--- config.mk ---
export PLATFORM = sky130hd
export DESIGN_NAME = store_buffer_write_combining
export DESIGN_NICKNAME = d
export VERILOG_FILES = /design/src/combine_buffer.v /design/src/store_buffer_write_combining.v
export VERILOG_INCLUDE_DIRS = /design/src /design/src/src
export SDC_FILE = /design/constraint.sdc
export NUM_CORES = 2
export LEC_CHECK = 0
export ABC_AREA = 0
export CAP_MARGIN = 30
export CORE_ASPECT_RATIO = 1.2
export CORE_MARGIN = 1
export CORE_UTILIZATION = 45
export DETAILED_ROUTE_END_ITERATION = 16
export DONT_BUFFER_PORTS = 1
export PLACE_DENSITY = 0.56
export SLEW_MARGIN = 20
export SYNTH_ARGS = -nofsm -noshare
export SYNTH_HDL_FRONTEND = slang
export SYNTH_SLANG_ARGS = --single-unit
--- constraint.sdc ---
create_clock -name clk -period 6.95 [get_ports clk]
set_input_delay 1.39 -clock clk [delete_from_list [all_inputs] [get_ports clk]]
set_output_delay 1.39 -clock clk [all_outputs]
set_load 0.02 [all_outputs]
--- src/sbwc_map.vh ---
// Constants for the store buffer and write-combining unit
`ifndef SBWC_MAP_VH
`define SBWC_MAP_VH
// Memory type codes
`define MT_UNCACHED 3'h0
`define MT_COMBINING 3'h1
`define MT_COH_COMBINING 3'h2
`define MT_WRITE_PROTECT 3'h3
`define MT_WRITE_THROUGH 3'h4
`define MT_WRITEBACK 3'h5
// Operation codes on the request port
`define OP_LOAD 3'h0
`define OP_STORE 3'h1
`define OP_STREAM 3'h2
`define OP_ATOMIC 3'h3
`define OP_PORT_IO 3'h4
`define OP_STORE_FENCE 3'h5
`define OP_FULL_FENCE 3'h6
`define OP_LOAD_FENCE 3'h7
// Queue and line sizes
`define SB_DEPTH 8
`define WC_LINE_BYTES 64
`define WC_LINE_SHIFT 6
`endif

--- src/combine_buffer.v ---
// Write-combining buffer with per-byte valid mask
`default_nettype none
`include "sbwc_map.vh"
module combine_buffer #(
	parameter AW = 32,
	parameter LSH = `WC_LINE_SHIFT
)(
	input wire clk,
	input wire rstn,
	input wire wr,
	input wire [AW-1:0] wr_addr,
	input wire [7:0] wr_data,
	input wire clear,
	input wire [AW-1:0] probe_addr,
	output wire active,
	output wire in_range,
	output wire probe_hit,
	output wire [AW-LSH-1:0] line,
	output wire [(8<<LSH)-1:0] data,
	output wire [(1<<LSH)-1:0] mask
);
	// ==========================================
	// Storage
	localparam NB = 1 << LSH;
	reg active_reg; // Range open
	reg [AW-LSH-1:0] line_reg; // Aligned range base
	reg [8*NB-1:0] data_reg; // Combined bytes
	reg [NB-1:0] mask_reg; // Bytes written since open
	wire [LSH-1:0] sel = wr_addr[LSH-1:0];
	assign active = active_reg;
	assign in_range = active_reg && (wr_addr[AW-1:LSH] == line_reg);
	assign probe_hit = active_reg && (probe_addr[AW-1:LSH] == line_reg);
	assign line = line_reg;
	assign data = data_reg;
	assign mask = mask_reg;
	// Open, merge, or clear; the owner copies the line out before it clears
	always @(posedge clk or negedge rstn)
	begin
		if (!rstn)
		begin
			active_reg <= 1'b0;
			line_reg <= {(AW-LSH){1'b0}};
			data_reg <= {(8*NB){1'b0}};
			mask_reg <= {NB{1'b0}};
		end
		else if (clear)
		begin
			// A write in the same cycle opens the next range at once
			active_reg <= wr;
			line_reg <= wr_addr[AW-1:LSH];
			mask_reg <= {NB{1'b0}};
			if (wr)
			begin
				data_reg[sel*8 +: 8] <= wr_data;
				mask_reg[sel] <= 1'b1;
			end
		end
		else if (wr)
		begin
			if (!active_reg)
			begin
				// Size and alignment equal the buffer size
				active_reg <= 1'b1;
				line_reg <= wr_addr[AW-1:LSH];
			end
			// Any byte in range merges; later writes overwrite
			data_reg[sel*8 +: 8] <= wr_data;
			mask_reg[sel] <= 1'b1;
		end
	end
endmodule // combine_buffer
`default_nettype wire

--- src/store_buffer_write_combining.v ---
// Store buffer with write-combining buffer, in-order drain and flush control
`default_nettype none
`include "sbwc_map.vh"
module store_buffer_write_combining #(
	parameter AW = 32,
	parameter DEPTH = `SB_DEPTH,
	parameter PW = 3
)(
	input wire clk,
	input wire rstn,
	input wire req_valid,
	input wire [2:0] req_op,
	input wire [2:0] req_type,
	input wire [AW-1:0] req_addr,
	input wire [7:0] req_wdata,
	input wire serialize,
	input wire mem_ready,
	input wire [7:0] mem_rdata,
	output reg req_ready,
	output reg load_done,
	output reg [7:0] load_data,
	output reg fetch_allow,
	output reg mem_valid,
	output reg mem_write,
	output reg mem_to_main,
	output reg [2:0] mem_type,
	output reg [AW-1:0] mem_addr,
	output reg [7:0] mem_wdata,
	output reg line_valid,
	output reg [AW-1:0] line_addr,
	output reg [8*`WC_LINE_BYTES-1:0] line_data,
	output reg [`WC_LINE_BYTES-1:0] line_mask
);
	// ==========================================
	// Decode helpers
	function is_comb;
		input [2:0] t;
		is_comb = (t == `MT_COMBINING) || (t == `MT_COH_COMBINING);
	endfunction
	// ==========================================
	// State machine, one-hot
	localparam S_IDLE = 5'h01; // Accepting requests
	localparam S_DRAIN = 5'h02; // Emptying both buffers before an ordered op
	localparam S_ACCESS = 5'h04; // Direct memory access in flight
	localparam S_LINE = 5'h08; // Combining line going to main memory
	localparam S_WAIT = 5'h10; // Waiting for the direct access answer
	reg [4:0] state_reg;
	reg [4:0] state_next;
	// ==========================================
	// Store queue in flip-flops, indexed by pointer
	reg [AW-1:0] q_addr [0:DEPTH-1];
	reg [7:0] q_data [0:DEPTH-1];
	reg [2:0] q_type [0:DEPTH-1];
	reg [PW-1:0] head_reg; // Oldest entry
	reg [PW-1:0] tail_reg; // Next free entry
	reg [PW:0] count_reg; // Occupancy
	reg retire_busy_reg; // Head write presented to memory
	wire q_empty = (count_reg == {(PW+1){1'b0}});
	wire q_full = (count_reg == DEPTH[PW:0]);
	// ==========================================
	// Combining buffer
	reg wc_wr;
	reg wc_clear;
	wire wc_active;
	wire wc_in_range;
	wire wc_probe_hit;
	wire [AW-`WC_LINE_SHIFT-1:0] wc_line;
	wire [8*`WC_LINE_BYTES-1:0] wc_data;
	wire [`WC_LINE_BYTES-1:0] wc_mask;
	combine_buffer #(.AW(AW), .LSH(`WC_LINE_SHIFT)) u_wc (
		.clk(clk),
		.rstn(rstn),
		.wr(wc_wr),
		.wr_addr(req_addr),
		.wr_data(req_wdata),
		.clear(wc_clear),
		.probe_addr(req_addr),
		.active(wc_active),
		.in_range(wc_in_range),
		.probe_hit(wc_probe_hit),
		.line(wc_line),
		.data(wc_data),
		.mask(wc_mask)
	);
	// ==========================================
	// Forwarding lookup: youngest matching queued store wins
	reg fwd_hit;
	reg [7:0] fwd_data;
	reg [PW-1:0] idx;
	integer k;
	always @*
	begin
		fwd_hit = 1'b0;
		fwd_data = 8'h00;
		idx = head_reg;
		for (k = 0; k < DEPTH; k = k + 1)
		begin
			if (k < count_reg && q_addr[idx] == req_addr)
			begin
				fwd_hit = 1'b1;
				fwd_data = q_data[idx];
			end
			idx = idx + 1'b1;
		end
	end
	// ==========================================
	// Request classification
	wire is_load = (req_op == `OP_LOAD);
	wire is_wr = (req_op == `OP_STORE) || (req_op == `OP_STREAM);
	// Streaming stores use the combining path unless uncached
	wire wr_comb = is_wr && (is_comb(req_type) || req_op == `OP_STREAM);
	// Everything that must wait for both buffers empty
	wire ordered = (req_op == `OP_ATOMIC) || (req_op == `OP_PORT_IO) ||
		(req_op == `OP_FULL_FENCE) || (req_op == `OP_STORE_FENCE) ||
		(req_type == `MT_UNCACHED && (is_load || is_wr));
	wire all_empty = q_empty && !wc_active && !retire_busy_reg;
	// Non-combining write in range, or combining write out of range
	wire wc_conflict = wc_active && ((is_wr && !wr_comb && wc_probe_hit) ||
		(wr_comb && !wc_in_range));
	// Cacheable load may pass stores only if it misses the open combining range
	wire load_now = is_load && req_type != `MT_UNCACHED && !wc_probe_hit;
	// Taken only at an edge where ready was shown, never during a serialize drain
	wire take = req_valid && req_ready && !serialize;
	reg pend_reg; // Held request needs the direct path after drain
	// ==========================================
	// Next state
	always @*
	begin
		state_next = state_reg;
		wc_wr = 1'b0;
		wc_clear = 1'b0;
		case (state_reg)
			S_IDLE:
			begin
				if (serialize && !all_empty)
					state_next = S_DRAIN;
				else if (take)
				begin
					if (ordered)
						state_next = S_DRAIN;
					else if (wc_conflict)
					begin
						// Old line is copied out; a combining write reopens at once
						wc_wr = wr_comb;
						state_next = S_LINE;
					end
					else if (wr_comb)
						wc_wr = 1'b1;
				end
			end
			S_DRAIN:
			begin
				// Queue first, then the line, so combining data never races
				if (q_empty && !retire_busy_reg)
				begin
					if (wc_active)
						state_next = S_LINE;
					else if (pend_reg)
						state_next = S_ACCESS;
					else
						state_next = S_IDLE;
				end
			end
			S_LINE:
			begin
				if (mem_ready)
					state_next = pend_reg ? S_ACCESS : S_IDLE;
			end
			S_ACCESS:
				state_next = S_WAIT;
			S_WAIT:
			begin
				if (mem_ready)
					state_next = S_IDLE;
			end
			default:
				state_next = S_IDLE;
		endcase
		// Flush captures the line on entry, so the buffer may reopen at once
		wc_clear = (state_next == S_LINE) && (state_reg != S_LINE);
	end
	// ==========================================
	// Queue push/pop and memory port drive
	// A plain store that hits the open range is queued while the line leaves
	wire push = (state_reg == S_IDLE) && take && !ordered && is_wr && !wr_comb && !q_full;
	// The line and the head store may be answered by the same ready
	wire pop = retire_busy_reg && mem_ready && state_reg != S_WAIT && state_reg != S_ACCESS;
	wire dir_load = (state_reg == S_IDLE) && take && !ordered && !wc_conflict && load_now;
	wire [PW:0] count_next = count_reg + {{PW{1'b0}}, push} - {{PW{1'b0}}, pop};
	reg [2:0] held_op; // Ordered request kept apart from the store port
	reg [AW-1:0] held_addr;
	reg [7:0] held_data;
	reg [2:0] held_type;
	always @(posedge clk or negedge rstn)
	begin
		if (!rstn)
		begin
			state_reg <= S_IDLE;
			head_reg <= {PW{1'b0}};
			tail_reg <= {PW{1'b0}};
			count_reg <= {(PW+1){1'b0}};
			retire_busy_reg <= 1'b0;
			pend_reg <= 1'b0;
			held_op <= 3'h0;
			held_addr <= {AW{1'b0}};
			held_data <= 8'h00;
			held_type <= 3'h0;
			req_ready <= 1'b0;
			load_done <= 1'b0;
			load_data <= 8'h00;
			fetch_allow <= 1'b0;
			mem_valid <= 1'b0;
			mem_write <= 1'b0;
			mem_to_main <= 1'b0;
			mem_type <= 3'h0;
			mem_addr <= {AW{1'b0}};
			mem_wdata <= 8'h00;
			line_valid <= 1'b0;
			line_addr <= {AW{1'b0}};
			line_data <= {(8*`WC_LINE_BYTES){1'b0}};
			line_mask <= {`WC_LINE_BYTES{1'b0}};
		end
		else
		begin
			state_reg <= state_next;
			load_done <= 1'b0;
			// Ready looks at the occupancy after this edge, so a full queue refuses in time
			req_ready <= (state_next == S_IDLE) && (count_next != DEPTH[PW:0]);
			// Fetch only with every store out; a serialize drain ends by raising this
			fetch_allow <= all_empty && state_reg == S_IDLE;
			if (push)
			begin
				q_addr[tail_reg] <= req_addr;
				q_data[tail_reg] <= req_wdata;
				q_type[tail_reg] <= req_type;
				tail_reg <= tail_reg + 1'b1;
			end
			count_reg <= count_next;
			// Cacheable loads outside the open combining range are answered at once and forward; one inside it is never answered
			if (dir_load)
			begin
				load_done <= 1'b1;
				load_data <= fwd_hit ? fwd_data : mem_rdata;
			end
			// Head of queue retires in program order
			if (pop)
			begin
				head_reg <= head_reg + 1'b1;
				retire_busy_reg <= 1'b0;
				mem_valid <= 1'b0;
			end
			else if (!retire_busy_reg && !q_empty && (state_reg == S_IDLE ||
				state_reg == S_DRAIN) && !dir_load)
			begin
				retire_busy_reg <= 1'b1;
				mem_valid <= 1'b1;
				mem_write <= 1'b1;
				mem_to_main <= 1'b0;
				mem_addr <= q_addr[head_reg];
				mem_wdata <= q_data[head_reg];
				mem_type <= q_type[head_reg];
			end
			// Hold the ordered request until the buffers are empty
			if (state_reg == S_IDLE && state_next == S_DRAIN && !serialize)
			begin
				pend_reg <= (req_op == `OP_ATOMIC) || (req_op == `OP_PORT_IO) ||
					(req_type == `MT_UNCACHED);
				// Kept off the port so a store in flight keeps its address
				held_op <= req_op;
				held_addr <= req_addr;
				held_data <= req_wdata;
				held_type <= req_type;
			end
			else if (state_reg == S_IDLE && state_next == S_LINE)
				pend_reg <= 1'b0;
			// Combining line to main memory only, real bytes only
			line_valid <= (state_next == S_LINE);
			if (state_next == S_LINE && state_reg != S_LINE)
			begin
				line_addr <= {wc_line, {`WC_LINE_SHIFT{1'b0}}};
				line_data <= wc_data;
				line_mask <= wc_mask;
			end
			// Atomic and port writes bypass the queue
			if (state_reg == S_ACCESS)
			begin
				mem_valid <= 1'b1;
				mem_write <= held_op != `OP_LOAD;
				// Port and combining traffic never lands in a cache
				mem_to_main <= (held_op == `OP_PORT_IO) || is_comb(held_type);
				mem_addr <= held_addr;
				mem_wdata <= held_data;
				mem_type <= held_type;
			end
			if (state_reg == S_WAIT && mem_ready)
			begin
				mem_valid <= 1'b0;
				pend_reg <= 1'b0;
				load_done <= 1'b1;
				load_data <= mem_rdata;
			end
		end
	end
endmodule // store_buffer_write_combining
`default_nettype wire

# --- Word-level counts from Yosys, hierarchy flattened ---
# Memories as Yosys holds them, arrays and structs flattened.
# Cells that the tools add are included.
op_classes:
  add_sub_neg: 11
  shifts: 2
  bitwise_logic: 1
  n_mux: 71
  n_lt_le_gt_ge: 10
  reduce_logical: 82
  n_eq_ne: 35
ops:
  columns: ["op", "n"]
  rows:
  - ["$bwmux W512", 1]
  - ["$shift A8 B34 Y512 const A", 1]
  - ["$shiftx A8 B34 Y512", 1]
  - ["$eq A32 B32 Y1", 8]
  - ["$mux W64", 3]
  - ["$mux W8", 14]
  - ["$mux W32", 3]
  - ["$mux W26", 3]
  - ["$or A64 B64 Y64", 1]
  - ["$logic_and A1 B1 Y1", 45]
  - ["$mux W5", 7]
  - ["$neg A9 Y34", 1]
  - ["$mux W1", 33]
  - ["$eq A26 B26 Y1", 1]
  - ["$pmux W5 S5", 1]
  - ["$add A3 B1 Y3 const B", 8]
  - ["$lt A3 B4 Y1 const A", 4]
  - ["$logic_or A1 B1 Y1", 13]
  - ["$eq A3 B2 Y1 const B", 4]
  - ["$eq A3 B3 Y1 const B", 4]
  - ["$mux W3", 4]
  - ["$logic_not A1 Y1", 11]
  - ["$eq A5 B1 Y1 const B", 2]
  - ["$eq A5 B2 Y1 const B", 2]
  - ["other kinds (24)", 37]
word_totals:
  ramBits: 344
  in_bits: 59
  wordCells: 243
  regBits: 1326
  mem_count: 3
mem_list:
  columns: ["name", "depth", "width", "rd", "rd_clocked_by_memory_dff", "write_ports", "line_no", "source"]
  rows:
  - ["q_addr", 8, 32, 8, 0, 1, "store_buffer_write_combining.v:51", "reg [AW-1:0] q_addr [0:DEPTH-1];"]
  - ["q_data", 8, 8, 8, 0, 1, "store_buffer_write_combining.v:52", "reg [7:0] q_data [0:DEPTH-1];"]
  - ["q_type", 8, 3, 1, 0, 1, "store_buffer_write_combining.v:53", "reg [2:0] q_type [0:DEPTH-1];"]

# --- Depth between registers and ports, before layout ---
depth:
  ltp_word: 19
  ltp_mapped: 30
  ltp_nobuf: 14

# --- By module ---
# From an unflattened synthesis, not the netlist that was laid out.
unflattened:
  hier_cells: 6167
  hier_area_um2: 81303.0
by_module_without_submodules:
  columns: ["module", "area_per_inst_um2", "n_inst", "cells_per_inst", "seq_area_each_um2"]
  rows:
  - ["store_buffer_write_combining", 56361.6, 1, 4018, 28423.5]
  - ["combine_buffer", 24941.4, 1, 2149, 15089.5]

# --- Worst setup path before layout ---
# OpenSTA, ideal clock, no wires.
synth_path:
  path_type: "in2reg"
  from: "input port serialize"
  to: "memory q_addr[4][0], enable pin"
  arrival_time_ns: 5.633
  cell_stages: 6
  slack_ns: 0.820
  cell_sequence: "nand3b_1 > nor3_1 > nand3_1 > a211oi_1 > nand3_1 > nor3_1"
synth_between:
  elab_chain_len: 10
synth_rtl:
  columns: ["item", "line_no", "source"]
  rows:
  - ["from (decl)", "store_buffer_write_combining.v:16", "input wire serialize,"]
  - ["$logic_not A1 Y1", "store_buffer_write_combining.v:123", "wire take = req_valid && req_ready && !serialize;"]
  - ["$logic_and A1 B1 Y1", "store_buffer_write_combining.v:123", null]
  - ["$logic_and A1 B1 Y1 (5 in a row)", "store_buffer_write_combining.v:185", "wire push = (state_reg == S_IDLE) && take && !ordered && is_wr && !wr_comb && !q_full;"]
  - ["$mux W1", "store_buffer_write_combining.v:231", "if (push)"]
  - ["$logic_and A1 B1 Y1 (implied by the code)", "store_buffer_write_combining.v:233", "q_addr[tail_reg] <= req_addr;"]
  - ["$mux W1 (implied by the code)", "store_buffer_write_combining.v:233", null]
  - ["to (decl)", "store_buffer_write_combining.v:51", null]
# Every way passes these cells.

# --- Final worst setup path ---
layout_path:
  from: "register head_reg[1]"
  to: "register load_data[6]"
layout_between:
  elab_chain_len: 14
  elab_cells_between_ends: 44
  cone_classes: "7 x add/sub; 8 x eq/ne; 19 x mux; 8 x reduce/logical; 2 x memory"
layout_rtl:
  columns: ["item", "line_no", "source"]
  rows:
  - ["from (decl)", "store_buffer_write_combining.v:54", "reg [PW-1:0] head_reg;"]
  - ["from (signal assigned)", "store_buffer_write_combining.v:199", "head_reg <= {PW{1'b0}};"]
  - ["from (signal assigned)", "store_buffer_write_combining.v:248", "head_reg <= head_reg + 1'b1;"]
  - ["$add A3 B1 Y3 or $mem_v2 Z8 W32 (tied branches)", null, null]
  - ["$add A3 B1 Y3, or another cell as far along (6 in a row)", "store_buffer_write_combining.v:103", "idx = idx + 1'b1;"]
  - ["$mem_v2 Z8 W32, or another cell as far along", null, null]
  - ["$eq A32 B32 Y1, or another cell as far along", "store_buffer_write_combining.v:98", "if (k < count_reg && q_addr[idx] == req_addr)"]
  - ["$logic_and A1 B1 Y1, or another cell as far along", "store_buffer_write_combining.v:98", null]
  - ["$mux W8 or $mux W1 (tied branches)", "store_buffer_write_combining.v:98", null]
  - ["$mux W8 *", "store_buffer_write_combining.v:243", "load_data <= fwd_hit ? fwd_data : mem_rdata;"]
  - ["$mux W8 *", "store_buffer_write_combining.v:240", "if (dir_load)"]
  - ["$mux W8 *", "store_buffer_write_combining.v:295", "if (state_reg == S_WAIT && mem_ready)"]
  - ["to (signal assigned)", "store_buffer_write_combining.v:243", null]
  - ["to (signal assigned)", "store_buffer_write_combining.v:300", "load_data <= mem_rdata;"]
  - ["to (decl)", "store_buffer_write_combining.v:21", "output reg [7:0] load_data,"]
# Mark *: on every way between the ends. The rest lies on a longest branch, timed or not. The select of a mux whose other input is x is not followed.
# A chain may end at the register's enable or synchronous reset.

==> qor.txt <==
LOGIC SYNTHESIS
--------------------------------------------------------------------------------------
Synthesized area divided by synthesized cell count ......................  12.56 sq um
Synth cell types ........................................................           91
Synthesis warning total .................................................            0
Area contributors post-synth ............................................ dfrtp_1 (42%), edfxtp_1 (13%), mux2_2 (11%)
Cell taking the most area after synthesis ...............................      dfrtp_1
Register area share after synthesis .....................................       54.53%
Proportion of synthesized flip-flops having asynchronous set or reset ...       79.40%
Synth Register Bits .....................................................         1670
Mapped Cells ............................................................         6356
Area share of the leading cell type in the synthesized netlist ..........       41.55%
Most frequent cell after synthesis ......................................      dfrtp_1
Netlist area before placement ...........................................  79800 sq um
Number of flops mapped to enable cells by yosys .........................          344
Post-synth top flop .....................................................      dfrtp_1
Leading post-synthesis cells by instance count .......................... dfrtp_1 (1325), mux2_2 (808), nand2_1 (807)

TIMING
--------------------------------------------------------------------------------------
Worst-case headroom to the max-slew limit ...............................       25.75%
Post-Route Hold Slack ...................................................    0.2651 ns
Slew Limit Fails ........................................................            0
Final setup violation count .............................................            0
Sum of negative setup slack .............................................         0 ns
Hold Violations, Final ..................................................            0
Setup repair after global routing missed its margin .....................        false
Slew at the pin closest to its max-slew limit ...........................     1.114 ns
Fmax ....................................................................    165.6 MHz
Final worst path period need ............................................     6.039 ns
Setup clock skew after layout ...........................................   0.07277 ns
Fraction of the cycle the final worst path needs ........................       86.89%

SETUP PATH
--------------------------------------------------------------------------------------
Data arrival time of the worst path .....................................      6.75 ns
Type of the setup path with the least slack ............................. flop to flop
Startpoint type of the worst setup path .................................         flop
Critical path data required time ........................................      7.66 ns
CP max FO ...............................................................           26
Flop2flop setup slack ...................................................      0.91 ns
Critical Path End Type ..................................................         flop

CLOCK TREE
--------------------------------------------------------------------------------------
Clock sinks .............................................................         1670
CTS tree ................................................................          yes
Post-cts sizing count ...................................................            0
CTS H-tree depth ........................................................            4
Count of hold buffers inserted by post-cts repair .......................            0
Total CTS buffers .......................................................          172
Clock latency on the worst-skew pair ....................................      0.86 ns
Postcts setup bufs ......................................................            0
Clock slew at the register clock pins of the worst setup and hold paths .      0.07 ns
Buffer depth of the longest clock path ..................................            3
Root Buffer .............................................................    clkbuf_16

RUN
--------------------------------------------------------------------------------------
Max-Cap Viols ...........................................................            0

FINISH
--------------------------------------------------------------------------------------
Total of fill cells in the finished design ..............................        15360
Utilization of the core after routing ...................................       50.42%
Sequential cell area ....................................................  43520 sq um
Layout net count ........................................................         6330
Layout overhead on the synthesized area .................................       10.76%
Footprint of the multi-input gates ......................................  34090 sq um
Fraction of final layout cells with drive strength greater than 1 .......       24.67%

POWER AND IR DROP
--------------------------------------------------------------------------------------
Overall Power ...........................................................     39.28 mW
Leak Pwr ................................................................     38.18 nW
Power density over the cells ............................................ 444.4 nW/um^2
IR Drop Worst-Case VDD ..................................................     636.8 uV

PLACE
--------------------------------------------------------------------------------------
IO buf count ............................................................            0
Routability cong. .......................................................        1.072
Final HPWL from detailed placement ......................................     205.3 mm

ROUTE
--------------------------------------------------------------------------------------
Number of nets with antenna violations after detailed routing ...........            0
DRC violation count after routing .......................................            0
Initial DRC Count .......................................................         4560
Vias per std cell .......................................................        6.129
Wirelength per Cell .....................................................     32.56 um
Via count ...............................................................        53290
First-pass iteration count of the detailed router .......................            5
Total wire length .......................................................     283.1 mm

GLOBAL ROUTE
--------------------------------------------------------------------------------------
Sum of overflow across all layers after global routing ..................            0
First-pass GRT wire length ..............................................     404.1 mm
Total GRT Usage .........................................................       31.39%
Antenna violations before repair ........................................           11
Vias in the first global route ..........................................        52220
Maximum number of pins on one net before global-route repair ............          218

FLOORPLAN
--------------------------------------------------------------------------------------
I/O pin total ...........................................................          725
Total Die Area .......................................................... 179000 sq um
Core region area ........................................................ 175300 sq um
Initial standard-cell utilization of the core ...........................       45.52%
Vertical extent of the die ..............................................     463.3 um
Number of standard-cell rows in the floorplan ...........................          168
Horizontal die dimension ................................................     386.4 um

HOLD PATH
--------------------------------------------------------------------------------------
Type of the worst min-delay path ........................................ primary input to async pin

OUTCOME
--------------------------------------------------------------------------------------
Outcome ................................................................. finished clean

[per-stage QoR]
step,std cells,cell area (sq um),setup slack (ns)
5_1_grt,8692,88380,0.7769
2_1_floorplan,6361,79820,0.8200
6_report,8694,88390,0.9110
3_5_place_dp,8371,82420,1.014
3_3_place_gp,8362,82290,0.9265
4_1_cts,8685,88270,0.9653
[cell type report]
cell class | instances | share of cell area, %
sequential | 1670 | 49.24
antenna | 3 | 0.008494
tap | 2295 | 3.249
timing repair buffer | 157 | 1.852
inverter | 109 | 0.4657
clock buffer | 262 | 5.706
multi-input combinational | 4146 | 38.56
clock inverter | 52 | 0.9117
[worst paths after layout]
check / end / start / cells after the start
max in group asynchronous: line_data[358] / rstn / 4
worst max register to register: load_data[6] / head_reg[1] / 15
worst max-delay path: load_data[6] / head_reg[1] / 15
worst min register to register: mem_addr[11] / held_addr[11] / 2
min in group clk: mem_addr[11] / held_addr[11] / 2
worst min-delay path: held_addr[24] / rstn / 0
[worst max-delay path, stage by stage (launching register included)]
cell and delay [ns]:
dfrtp_4 0.42, buf_4 0.51, ha_1 0.33, xnor3_4 0.64, xnor2_4 0.63, buf_4 0.46, mux4_2 0.58, xnor2_1 0.14
a2111oi_0 0.77, buf_4 0.27, nand4_1 0.15, a211oi_1 0.47, and3_1 0.22, a211oi_1 0.06, nor2_1 0.14, o22ai_1 0.09
[power by group]
part           total [mW]  leakage, nW  internal (mW)  switching, mW
clock network        9.49         2.83           5.40           4.09
logic                18.6         14.3           7.32           11.3
registers            11.1         21.0           10.4          0.704
total                39.3         38.2           23.1           16.1
[cells by family (layout without fill, tap and decap cells)]
| family | Yosys count | after routing | synth area share [%] |
|---|---|---|---|
| xor+xnor | 298 | 298 | 3.396 |
| fa+ha+maj | 15 | 15 | 0.2446 |
| compound gates | 914 | 914 | 6.643 |
| other cells | 1 | 9 | 0.004699 |
| mux | 1470 | 1470 | 24.29 |
| flops | 1670 | 1670 | 54.53 |
| buf+inv | 545 | 580 | 3.062 |
| simple gates | 1443 | 1443 | 7.828 |
[cells in the final DEF, fill, tap and decap left out, types with 173 or more instances in the layout]
cell / synthesis / layout
nand2_1: 807 / 807
mux2_2: 808 / 808
mux4_2: 290 / 290
clkbuf_16: 0 / 173
mux2i_1: 369 / 369
nor2_1: 227 / 213
xnor2_1: 258 / 252
dfrtp_1: 1325 / 1322
edfxtp_1: 344 / 344
o21ai_0: 606 / 606
[layer usage]
metal	vias up	wire (um)	global-route usage, %
met1	27830	109900	38.89
li1	22870	-	-
met2	2141	135600	51.17
met5	-	55	0
met4	10	11990	12.18
met3	430	25560	9.815
Power figures use the tool's default switching activity.
